File: config.mk
export PLATFORM = sky130hd
export DESIGN_NAME = config_rev_control
export DESIGN_NICKNAME = d
export VERILOG_FILES = /design/src/verilog/config_rev_control.v /design/src/verilog/rev_slot.v /design/src/verilog/cf_pulse_timer.v
export VERILOG_INCLUDE_DIRS = /design/src /design/src/verilog
export SDC_FILE = /design/constraint.sdc
export NUM_CORES = 1
export LEC_CHECK = 0
export BUFFER_PORTS_ARGS = -buffer_cell sky130_fd_sc_hd__clkbuf_2
export CAP_MARGIN = 30
export CORE_MARGIN = 4
export CORE_UTILIZATION = 48
export CTS_BUF_LIST = sky130_fd_sc_hd__clkbuf_8
export CTS_CLUSTER_DIAMETER = 150
export CTS_CLUSTER_SIZE = 25
export DETAILED_ROUTE_END_ITERATION = 8
export HOLD_SLACK_MARGIN = 0.03
export PLACE_DENSITY = 0.68
export SLEW_MARGIN = 40
export SYNTH_ARGS = -nofsm -noshare
export SYNTH_HDL_FRONTEND = slang
export SYNTH_SLANG_ARGS = --single-unit
File: constraint.sdc
create_clock -name clk -period 9.17 [get_ports clk]
set_input_delay 0.917 -clock clk [delete_from_list [all_inputs] [get_ports clk]]
set_output_delay 0.917 -clock clk [all_outputs]
set_load 0.05 [all_outputs]
File: src/verilog/cfg_rev_map.vh
`ifndef CFG_REV_MAP_VH
`define CFG_REV_MAP_VH

// Register offsets on the plain register port.
`define REG_ADDR_W 8
`define REG_CTRL 8'h00
`define REG_STATUS 8'h04
`define REG_ADDRESS 8'h08
`define REG_SLOT_BASE 8'h10
`define REG_SLOT_STEP 8'h04

// Control register fields.
`define CTRL_REV_LSB 0
`define CTRL_REV_MSB 1
`define CTRL_REVEN_BIT 2
`define CTRL_RESET 3'h0

// Revision slot register fields.
`define SLOT_FIRST_LSB 0
`define SLOT_FIRST_MSB 1
`define SLOT_LAST_LSB 2
`define SLOT_LAST_MSB 3
`define SLOT_PAD_LSB 4
`define SLOT_PAD_MSB 23
`define SLOT_PADEN_BIT 24
`define SLOT_W 25
`define SLOT_PAD_RESET 20'h00000

// Revision codes.
`define REV_0 2'h0
`define REV_1 2'h1
`define REV_2 2'h2
`define REV_3 2'h3

// Address space: four memory blocks of 8 Mb, byte addressed.
`define BLOCK_MBIT 8
`define BLOCK_OFS_W 20
`define ADDR_W 22
`define TERMINAL_COUNT 22'h3fffff
`define ALL_ONES_BYTE 8'hff

// Timing.
`define CLK_PERIOD_NS 8
`define CF_LOW_MIN_NS 300
`define CF_LOW_MAX_NS 500
`define CF_LOW_CYCLES ((`CF_LOW_MIN_NS + `CLK_PERIOD_NS - 1) / `CLK_PERIOD_NS)
`define CF_CNT_W 8
`define RELEASE_DELAY_NS 10000
// Release delay of 10 us in clock cycles, sized to match its counter.
`define RELEASE_DELAY_CYCLES 12'h4e2
`define RELEASE_CNT_W 12

`endif

File: src/verilog/config_rev_control.v
// Our own choices: the strobed register port and the register offsets.
`timescale 1ns/1ps
`include "cfg_rev_map.vh"

// What this block does
// - Revisions occupy whole 8 Mb blocks; unused tail of last block reads all ones.
// - Revisions zero to three carry the codes 00, 01, 10 and 11.
// - Select enable low takes the pins; high takes internal select bits.
// - The selection source is sampled once during power-up.
// - After power-up, every chip select rising edge resamples the selection.
// - A falling edge of the reset line resamples while chip select is low.
// - A rising edge of the config pulse resamples while chip select is low.
// - A reload instruction resamples first, then starts the target configuration.
// - With revisioning on, only data of the currently selected revision goes to the target.
// - A reload drives the config pulse low once for 300 to 500 ns.
// - The reset line is held low in power-up, released after the release delay.
// - Supply below the power-down threshold holds the reset line low again.
// - Reset line low or chip select high resets counter and floats outputs.
// - The reset line is always active low; its polarity cannot be changed.
// - An outside monitor holding the reset line low postpones all data output; a reload still drives the config pulse.
// - Address reset loads the revision start, or zero without revisioning.
// - With revisioning, the counter stops at the revision end and data floats.
module config_rev_control #(
  parameter [`RELEASE_CNT_W-1:0] RELEASE_DELAY = `RELEASE_DELAY_CYCLES
) (
  input wire clk,
  input wire arst_n,
  input wire [7:0] reg_addr,
  input wire [31:0] reg_wdata,
  input wire reg_wr,
  input wire reg_rd,
  output reg [31:0] reg_rdata,
  input wire supply_ok,
  input wire supply_low,
  input wire [1:0] revision_select_pins,
  input wire external_select_enable,
  input wire chip_select_n,
  input wire reload_instruction,
  input wire config_tick,
  input wire busy_in,
  input wire output_enable_clear_n_in,
  output reg output_enable_clear_n_out,
  output reg output_enable_clear_n_oe,
  input wire config_pulse_in,
  output reg config_pulse_out,
  output wire config_pulse_oe,
  output reg cascade_enable_out,
  output reg [`ADDR_W-1:0] mem_addr,
  input wire [7:0] mem_data,
  output reg [7:0] data_out,
  output reg data_oe
);

  localparam [1:0] PWR_OFF = 2'h0;
  localparam [1:0] PWR_WAIT = 2'h1;
  localparam [1:0] PWR_ON = 2'h2;

  localparam [7:0] SLOT1_ADDR = `REG_SLOT_BASE + `REG_SLOT_STEP;
  localparam [7:0] SLOT2_ADDR = SLOT1_ADDR + `REG_SLOT_STEP;
  localparam [7:0] SLOT3_ADDR = SLOT2_ADDR + `REG_SLOT_STEP;

  reg [1:0] pwr_r;
  reg [1:0] pwr_nxt;
  reg [`RELEASE_CNT_W-1:0] dly_r;
  reg [2:0] ctrl_r;
  reg [1:0] rev_r;
  reg cs_n_d_r;
  reg oe_d_r;
  reg cf_d_r;
  reg reload_d_r;
  reg addr_load_r;
  reg [31:0] rdata_nxt;

  wire powered;
  wire in_reset;
  wire rev_en;
  wire [1:0] rev_src;
  wire cs_rise;
  wire oe_fall;
  wire cf_rise;
  wire sample;
  wire cf_low;
  wire [`SLOT_W-1:0] slot_q0;
  wire [`SLOT_W-1:0] slot_q1;
  wire [`SLOT_W-1:0] slot_q2;
  wire [`SLOT_W-1:0] slot_q3;
  wire [`ADDR_W-1:0] start_v0;
  wire [`ADDR_W-1:0] start_v1;
  wire [`ADDR_W-1:0] start_v2;
  wire [`ADDR_W-1:0] start_v3;
  wire [`ADDR_W-1:0] end_v0;
  wire [`ADDR_W-1:0] end_v1;
  wire [`ADDR_W-1:0] end_v2;
  wire [`ADDR_W-1:0] end_v3;
  wire [`ADDR_W-1:0] pad_v0;
  wire [`ADDR_W-1:0] pad_v1;
  wire [`ADDR_W-1:0] pad_v2;
  wire [`ADDR_W-1:0] pad_v3;
  wire [3:0] pad_en_v;
  reg [`ADDR_W-1:0] start_sel;
  reg [`ADDR_W-1:0] end_sel;
  reg [`ADDR_W-1:0] pad_sel;
  reg pad_sel_en;

  rev_slot #(.SLOT_ADDR(`REG_SLOT_BASE), .RST_BLOCK(`REV_0)) u_slot0 (
    .clk(clk),
    .arst_n(arst_n),
    .wr_en(reg_wr),
    .wr_addr(reg_addr),
    .wr_data(reg_wdata),
    .slot_r(slot_q0),
    .start_addr(start_v0),
    .end_addr(end_v0),
    .pad_addr(pad_v0),
    .pad_en(pad_en_v[0])
  );

  rev_slot #(.SLOT_ADDR(SLOT1_ADDR), .RST_BLOCK(`REV_1)) u_slot1 (
    .clk(clk),
    .arst_n(arst_n),
    .wr_en(reg_wr),
    .wr_addr(reg_addr),
    .wr_data(reg_wdata),
    .slot_r(slot_q1),
    .start_addr(start_v1),
    .end_addr(end_v1),
    .pad_addr(pad_v1),
    .pad_en(pad_en_v[1])
  );

  rev_slot #(.SLOT_ADDR(SLOT2_ADDR), .RST_BLOCK(`REV_2)) u_slot2 (
    .clk(clk),
    .arst_n(arst_n),
    .wr_en(reg_wr),
    .wr_addr(reg_addr),
    .wr_data(reg_wdata),
    .slot_r(slot_q2),
    .start_addr(start_v2),
    .end_addr(end_v2),
    .pad_addr(pad_v2),
    .pad_en(pad_en_v[2])
  );

  rev_slot #(.SLOT_ADDR(SLOT3_ADDR), .RST_BLOCK(`REV_3)) u_slot3 (
    .clk(clk),
    .arst_n(arst_n),
    .wr_en(reg_wr),
    .wr_addr(reg_addr),
    .wr_data(reg_wdata),
    .slot_r(slot_q3),
    .start_addr(start_v3),
    .end_addr(end_v3),
    .pad_addr(pad_v3),
    .pad_en(pad_en_v[3])
  );

  // Power-up sequencing of the reset line.
  always @* begin
    pwr_nxt = pwr_r;
    case (pwr_r)
      PWR_OFF: begin
        if (supply_ok && !supply_low) begin
          pwr_nxt = PWR_WAIT;
        end
      end
      PWR_WAIT: begin
        if (supply_low) begin
          pwr_nxt = PWR_OFF;
        end else if (dly_r == RELEASE_DELAY) begin
          pwr_nxt = PWR_ON;
        end
      end
      PWR_ON: begin
        if (supply_low) begin
          pwr_nxt = PWR_OFF;
        end
      end
      default: begin
        pwr_nxt = PWR_OFF;
      end
    endcase
  end

  always @(posedge clk or negedge arst_n) begin
    if (!arst_n) begin
      pwr_r <= PWR_OFF;
      dly_r <= {`RELEASE_CNT_W{1'b0}};
      output_enable_clear_n_out <= 1'b0;
      output_enable_clear_n_oe <= 1'b1;
    end else begin
      pwr_r <= pwr_nxt;
      if (pwr_r == PWR_WAIT) begin
        dly_r <= dly_r + 1'b1;
      end else begin
        dly_r <= {`RELEASE_CNT_W{1'b0}};
      end
      // Open drain: the line is only ever pulled low, never driven high.
      output_enable_clear_n_out <= 1'b0;
      output_enable_clear_n_oe <= (pwr_nxt != PWR_ON);
    end
  end

  assign powered = (pwr_r == PWR_ON);
  assign rev_en = ctrl_r[`CTRL_REVEN_BIT];

  // The line is active low by construction; no bit can invert it.
  // An outside monitor holding it low keeps the block in reset.
  assign in_reset = !powered || !output_enable_clear_n_in || chip_select_n;

  // Edge detection on the pins, which arrive synchronous to clk.
  always @(posedge clk or negedge arst_n) begin
    if (!arst_n) begin
      cs_n_d_r <= 1'b1;
      oe_d_r <= 1'b0;
      cf_d_r <= 1'b1;
      reload_d_r <= 1'b0;
    end else begin
      cs_n_d_r <= chip_select_n;
      oe_d_r <= output_enable_clear_n_in;
      cf_d_r <= config_pulse_in;
      reload_d_r <= reload_instruction && powered;
    end
  end

  assign cs_rise = chip_select_n && !cs_n_d_r;
  assign oe_fall = !output_enable_clear_n_in && oe_d_r && !chip_select_n;
  assign cf_rise = config_pulse_in && !cf_d_r && !chip_select_n;

  // Pins when the enable is low, internal bits when it is high.
  assign rev_src = external_select_enable ? ctrl_r[`CTRL_REV_MSB:`CTRL_REV_LSB]
                                          : revision_select_pins;

  assign sample = (pwr_r == PWR_WAIT && pwr_nxt == PWR_ON)
                  || (powered && cs_rise)
                  || (powered && oe_fall)
                  || (powered && cf_rise)
                  || (powered && reload_instruction);

  // The code only changes at a sampling event; it steers the bounds below.
  always @(posedge clk or negedge arst_n) begin
    if (!arst_n) begin
      rev_r <= `REV_0;
    end else if (sample) begin
      rev_r <= rev_src;
    end
  end

  // The pulse starts one cycle after the reload sample, so the new code is
  // already in place when the target is reset.
  cf_pulse_timer u_cf_timer (
    .clk(clk),
    .arst_n(arst_n),
    .start(reload_d_r),
    .low_r(cf_low)
  );

  assign config_pulse_oe = cf_low;

  always @(posedge clk or negedge arst_n) begin
    if (!arst_n) begin
      config_pulse_out <= 1'b0;
    end else begin
      config_pulse_out <= 1'b0;
    end
  end

  // Bounds of the selected revision.
  always @* begin
    case (rev_r)
      `REV_0: begin
        start_sel = start_v0;
        end_sel = end_v0;
        pad_sel = pad_v0;
        pad_sel_en = pad_en_v[0];
      end
      `REV_1: begin
        start_sel = start_v1;
        end_sel = end_v1;
        pad_sel = pad_v1;
        pad_sel_en = pad_en_v[1];
      end
      `REV_2: begin
        start_sel = start_v2;
        end_sel = end_v2;
        pad_sel = pad_v2;
        pad_sel_en = pad_en_v[2];
      end
      `REV_3: begin
        start_sel = start_v3;
        end_sel = end_v3;
        pad_sel = pad_v3;
        pad_sel_en = pad_en_v[3];
      end
      default: begin
        start_sel = start_v0;
        end_sel = end_v0;
        pad_sel = pad_v0;
        pad_sel_en = pad_en_v[0];
      end
    endcase
    if (!rev_en) begin
      start_sel = {`ADDR_W{1'b0}};
      end_sel = `TERMINAL_COUNT;
      pad_sel_en = 1'b0;
    end
  end

  // A rising config pulse or the power-up sample reloads the counter one cycle
  // later, once the new code is in place; the reset branch would keep the old start.
  always @(posedge clk or negedge arst_n) begin
    if (!arst_n) begin
      addr_load_r <= 1'b0;
    end else begin
      addr_load_r <= cf_rise || (pwr_r == PWR_WAIT && pwr_nxt == PWR_ON);
    end
  end

  // Address counter and outputs toward the target.
  always @(posedge clk or negedge arst_n) begin
    if (!arst_n) begin
      mem_addr <= {`ADDR_W{1'b0}};
      cascade_enable_out <= 1'b1;
      data_oe <= 1'b0;
      data_out <= `ALL_ONES_BYTE;
    end else if (in_reset) begin
      mem_addr <= start_sel;
      cascade_enable_out <= 1'b1;
      data_oe <= 1'b0;
      data_out <= `ALL_ONES_BYTE;
    end else if (addr_load_r) begin
      mem_addr <= start_sel;
      cascade_enable_out <= 1'b1;
      data_oe <= 1'b1;
    end else if (busy_in) begin
      data_oe <= data_oe;
    end else if (mem_addr == `TERMINAL_COUNT) begin
      cascade_enable_out <= 1'b0;
      data_oe <= 1'b0;
    end else if (rev_en && mem_addr == end_sel) begin
      cascade_enable_out <= 1'b1;
      data_oe <= 1'b0;
    end else begin
      cascade_enable_out <= 1'b1;
      data_oe <= 1'b1;
      if (config_tick) begin
        mem_addr <= mem_addr + 1'b1;
        // Padding past the image end reads as erased flash.
        if (pad_sel_en && mem_addr >= pad_sel) begin
          data_out <= `ALL_ONES_BYTE;
        end else begin
          data_out <= mem_data;
        end
      end
    end
  end

  // Register port: writes take effect at once, reads answer one cycle later.
  always @(posedge clk or negedge arst_n) begin
    if (!arst_n) begin
      ctrl_r <= `CTRL_RESET;
    end else if (reg_wr && reg_addr == `REG_CTRL) begin
      ctrl_r <= reg_wdata[2:0];
    end
  end

  always @* begin
    rdata_nxt = 32'h00000000;
    case (reg_addr)
      `REG_CTRL: begin
        rdata_nxt = {29'h0, ctrl_r};
      end
      `REG_STATUS: begin
        rdata_nxt = {25'h0, !cascade_enable_out, data_oe, cf_low, in_reset, powered, rev_r};
      end
      `REG_ADDRESS: begin
        rdata_nxt = {10'h0, mem_addr};
      end
      `REG_SLOT_BASE: begin
        rdata_nxt = {7'h0, slot_q0};
      end
      SLOT1_ADDR: begin
        rdata_nxt = {7'h0, slot_q1};
      end
      SLOT2_ADDR: begin
        rdata_nxt = {7'h0, slot_q2};
      end
      SLOT3_ADDR: begin
        rdata_nxt = {7'h0, slot_q3};
      end
      default: begin
        rdata_nxt = 32'h00000000;
      end
    endcase
  end

  // Read data is zero outside the answer cycle, which keeps a shared bus quiet.
  always @(posedge clk or negedge arst_n) begin
    if (!arst_n) begin
      reg_rdata <= 32'h00000000;
    end else if (reg_rd) begin
      reg_rdata <= rdata_nxt;
    end else begin
      reg_rdata <= 32'h00000000;
    end
  end

endmodule // config_rev_control

File: src/verilog/rev_slot.v
`timescale 1ns/1ps
`include "cfg_rev_map.vh"

module rev_slot #(
  parameter [7:0] SLOT_ADDR = 8'h10,
  parameter [1:0] RST_BLOCK = 2'h0
) (
  input wire clk,
  input wire arst_n,
  input wire wr_en,
  input wire [7:0] wr_addr,
  input wire [31:0] wr_data,
  output reg [`SLOT_W-1:0] slot_r,
  output wire [`ADDR_W-1:0] start_addr,
  output wire [`ADDR_W-1:0] end_addr,
  output wire [`ADDR_W-1:0] pad_addr,
  output wire pad_en
);

  wire [1:0] first_blk;
  wire [1:0] last_blk;

  always @(posedge clk or negedge arst_n) begin
    if (!arst_n) begin
      slot_r <= {1'b0, `SLOT_PAD_RESET, RST_BLOCK, RST_BLOCK};
    end else if (wr_en && (wr_addr == SLOT_ADDR)) begin
      slot_r <= wr_data[`SLOT_W-1:0];
    end
  end

  assign first_blk = slot_r[`SLOT_FIRST_MSB:`SLOT_FIRST_LSB];
  assign last_blk = slot_r[`SLOT_LAST_MSB:`SLOT_LAST_LSB];
  // A revision always spans whole blocks, so its bounds are block aligned.
  assign start_addr = {first_blk, {`BLOCK_OFS_W{1'b0}}};
  assign end_addr = {last_blk, {`BLOCK_OFS_W{1'b1}}};
  assign pad_addr = {last_blk, slot_r[`SLOT_PAD_MSB:`SLOT_PAD_LSB]};
  assign pad_en = slot_r[`SLOT_PADEN_BIT];

endmodule // rev_slot

File: src/verilog/cf_pulse_timer.v
`timescale 1ns/1ps
`include "cfg_rev_map.vh"

module cf_pulse_timer (
  input wire clk,
  input wire arst_n,
  input wire start,
  output reg low_r
);

  localparam integer LOW_CYCLES = `CF_LOW_CYCLES;
  localparam [`CF_CNT_W-1:0] LOW_LAST = LOW_CYCLES[`CF_CNT_W-1:0] - 1'b1;

  reg [`CF_CNT_W-1:0] cnt_r;

  // The low time is counted on the local clock so it cannot depend on the
  // pace of the configuration clock.
  always @(posedge clk or negedge arst_n) begin
    if (!arst_n) begin
      low_r <= 1'b0;
      cnt_r <= {`CF_CNT_W{1'b0}};
    end else if (!low_r) begin
      if (start) begin
        low_r <= 1'b1;
        cnt_r <= {`CF_CNT_W{1'b0}};
      end
    end else if (cnt_r == LOW_LAST) begin
      low_r <= 1'b0;
    end else begin
      cnt_r <= cnt_r + 1'b1;
    end
  end

endmodule // cf_pulse_timer

==> out/metrics.yaml <==
cp.arrival_ps: 3790
rsz0062_at_grt: "false"
grt_max_degree: 66
setup_viol: 0
cp.required_ps: 9510
critical_path_class: "reg2reg"
ys_seq_elements: 191
fin_setup_tns_ps: 0
synth_edf_count: 0
post-route-drc-count: 0
crit_family: "simple AND/OR/NAND/NOR gates"
power.leakage_nw: 5.08
max_slew_margin: 0.455
num_rows: 52
cts_root_buf: "clkbuf_8"
dr_total_vias: 7000
synth_common_cells: "dfrtp_1 (171), mux2_2 (108), nor2_1 (62)"
placed_area_um2: 10800
outcome: "complete, no violations"
synth.area.top_cells: "dfrtp_1 (43%), mux2_2 (12%), mux4_2 (10%), dfstp_2 (5.3%), ha_1 (3.4%)"
wirelength_um: 23700
fin_nets: 1012
min_period_ps: 3440
cts_tree: "built"
place.gp.congestion: 0.818
htreeDepth: 4
final_util: 0.552
fin_area_um2: 11200
hold_class: "in2async"
ctsResizeCount: 0
numCtsBuffers: 17
gr-total-overflow: 0
grt_pass1_vias: 6904
antenna_found_initial: 4
dp.cells: 1173
dpl_worst_slack_ps: 5260
r2r-end: "mem_addr[12]"
via_per_inst: 5.81
async_flop_share: 1.00
initial_core_util: 0.491
r2r_cells: 7
drt-initial-drc-count: 460
path_clk_slew_ps: 90
area_growth_pct: 12.4
yosysTopAreaCell: "dfrtp_1"
post_cts_buffers: 0
cp_cell_sequence: "buf_4 -> mux4_2 -> and3b_4 -> o2111ai_4 -> nand3_2 -> nor4_1 -> mux2_2"
post_drt_wl_per_cell_um: 19.7
dieArea_um2: 23200
syn-instance-count: 823
cts_hold_buf: 0
cp_num_buf_inv: 1
vdd.ir_drop.worst_mv: 0.0787
finalCritPeriodShare: 0.376
grt_usage: 0.207
clock_sinks: 191
cap_viol_max_count: 0
worstSkewPairLatency_ps: 460
start_kind: "flop"
cts_buffer_depth: 2
dr.pass1.iters: 5
reg2reg_from: "rev_r[0]"
ant_nets: 0
fin_skew_ps: 15.6
synth.most_common_cell: "dfrtp_1"
fp.dieW_um: 152
r2r_setup_slack_ps: 5730
setup_ws_ps: 5730
maxSlewViolCount: 0
synth_top_flop_cell: "dfrtp_1"
cp_slowest_cell: "mux4_2"
ys_types: 61
tightest_slew_ps: 811
critPathMaxStageDelay_ps: 640
clock.fmax_mhz: 290
dpl.hpwl_um: 16700
core-area_um2: 20400
n_antenna_cell: 0
io_pins: 131
worstSetupEndpointType: "flop"
synth.avg_cell_area_um2: 12.2
grt_pass1_wl_um: 38500
drive_above_1_share: 0.364
critPathMaxFanout: 27
die_h_um: 152
final_hold_viol_count: 0
yosysSeqAreaShare: 0.480
synthesis.area_um2: 10000
port_buffers: 114
final_cells: 1205
yosys_warnings: 0
netlist.area_leader.share: 0.428
powerDensity_nw_per_um2: 152
## worst max-delay path by stage
stage | from | end | slack [ps] | cells past startpoint
finish | rev_r[0] | mem_addr[12] | 5730 | 7
global route | rev_r[0] | data_out[5] | 5520 | 7
CTS | rev_r[0] | mem_addr[12] | 5750 | 7
detailed placement | reg_addr[1] | u_slot1.slot_r[12] | 5260 | 7
global placement | reg_addr[1] | u_slot0.slot_r[17] | 4980 | 6
floorplan | reg_addr[1] | u_slot1.slot_r[10] | 6260 | 8
## sequential cells by signal, indices dropped and copies added, names as in the netlist, 2 cells and up
register and count:
data_out 8, reg_rdata 25, u_slot1.slot_r 25, pwr_r 2
mem_addr 22, u_slot3.slot_r 25, rev_r 2, u_cf_timer.cnt_r 8
u_slot0.slot_r 25, dly_r 12, u_slot2.slot_r 25, ctrl_r 3
## power by group
part	switching, W	leakage (nW)	internal [W]
combinational	0.0000982	2.28	0.0000822
clock	0.000292	0.235	0.000325
sequential	0.0000329	2.56	0.000877
## cells in the final DEF, fill, tap and decap left out, types with 7 or more instances in the layout
| master | Yosys | routed |
|---|---|---|
| nor2_1 | 62 | 62 |
| nand3_1 | 30 | 29 |
| ha_1 | 27 | 27 |
| mux2_2 | 108 | 108 |
| nand2_1 | 33 | 33 |
| dfrtp_1 | 171 | 170 |
| nand2b_1 | 8 | 8 |
| o32a_1 | 8 | 8 |
| nor2b_1 | 7 | 7 |
| conb_1 | 1 | 9 |
| dfstp_2 | 20 | 20 |
| inv_1 | 33 | 35 |
| or3_1 | 11 | 11 |
| mux2i_1 | 11 | 11 |
| clkbuf_2 | 0 | 113 |
| xor2_1 | 8 | 8 |
| a22oi_1 | 17 | 17 |
| nand4_1 | 11 | 11 |
| buf_4 | 9 | 9 |
| o21ai_0 | 23 | 23 |
| xnor2_1 | 7 | 7 |
| a21oi_1 | 32 | 32 |
| and3_1 | 13 | 13 |
| or4_1 | 17 | 17 |
| mux4_2 | 46 | 46 |
| clkbuf_8 | 0 | 22 |
## routing by layer
layer	GRT usage	vias to the layer above	wire length, um
met5	0	-	54
met4	0.0479	8	279
met3	0.0477	33	1490
met2	0.329	197	11200
met1	0.293	3521	10700
li1	-	3241	-
## cell type report
| class | count | area (um2) |
|---|---|---|
| clock inverters | 11 | 163 |
| inverters | 33 | 124 |
| repair buffers | 125 | 669 |
| flip-flops and latches | 191 | 4810 |
| clock buffers | 21 | 289 |
| multi-input cells | 554 | 4850 |
| well taps | 270 | 338 |
| fillers | 1709 | 9130 |
## logic make-up (layout without fill, tap and decap cells)
family / Yosys count / in the layout / share of synthesized area
simple gates: 219 / 219 / 0.115
buf+inv: 86 / 190 / 0.0392
flops: 191 / 191 / 0.480
xor+xnor: 15 / 15 / 0.0131
compound gates: 118 / 118 / 0.0791
mux: 166 / 166 / 0.239
fa+ha+maj: 27 / 27 / 0.0338
other cells: 1 / 9 / 0.000375
## per-stage QoR
step           hold slack [ps]  total power, W
3_5_place_dp               492         0.00111
4_1_cts                    426         0.00172
2_1_floorplan              450         0.00104
3_3_place_gp               481         0.00110
6_report                   433         0.00171
5_1_grt                    449         0.00178
(Power assumes the default switching activity.)
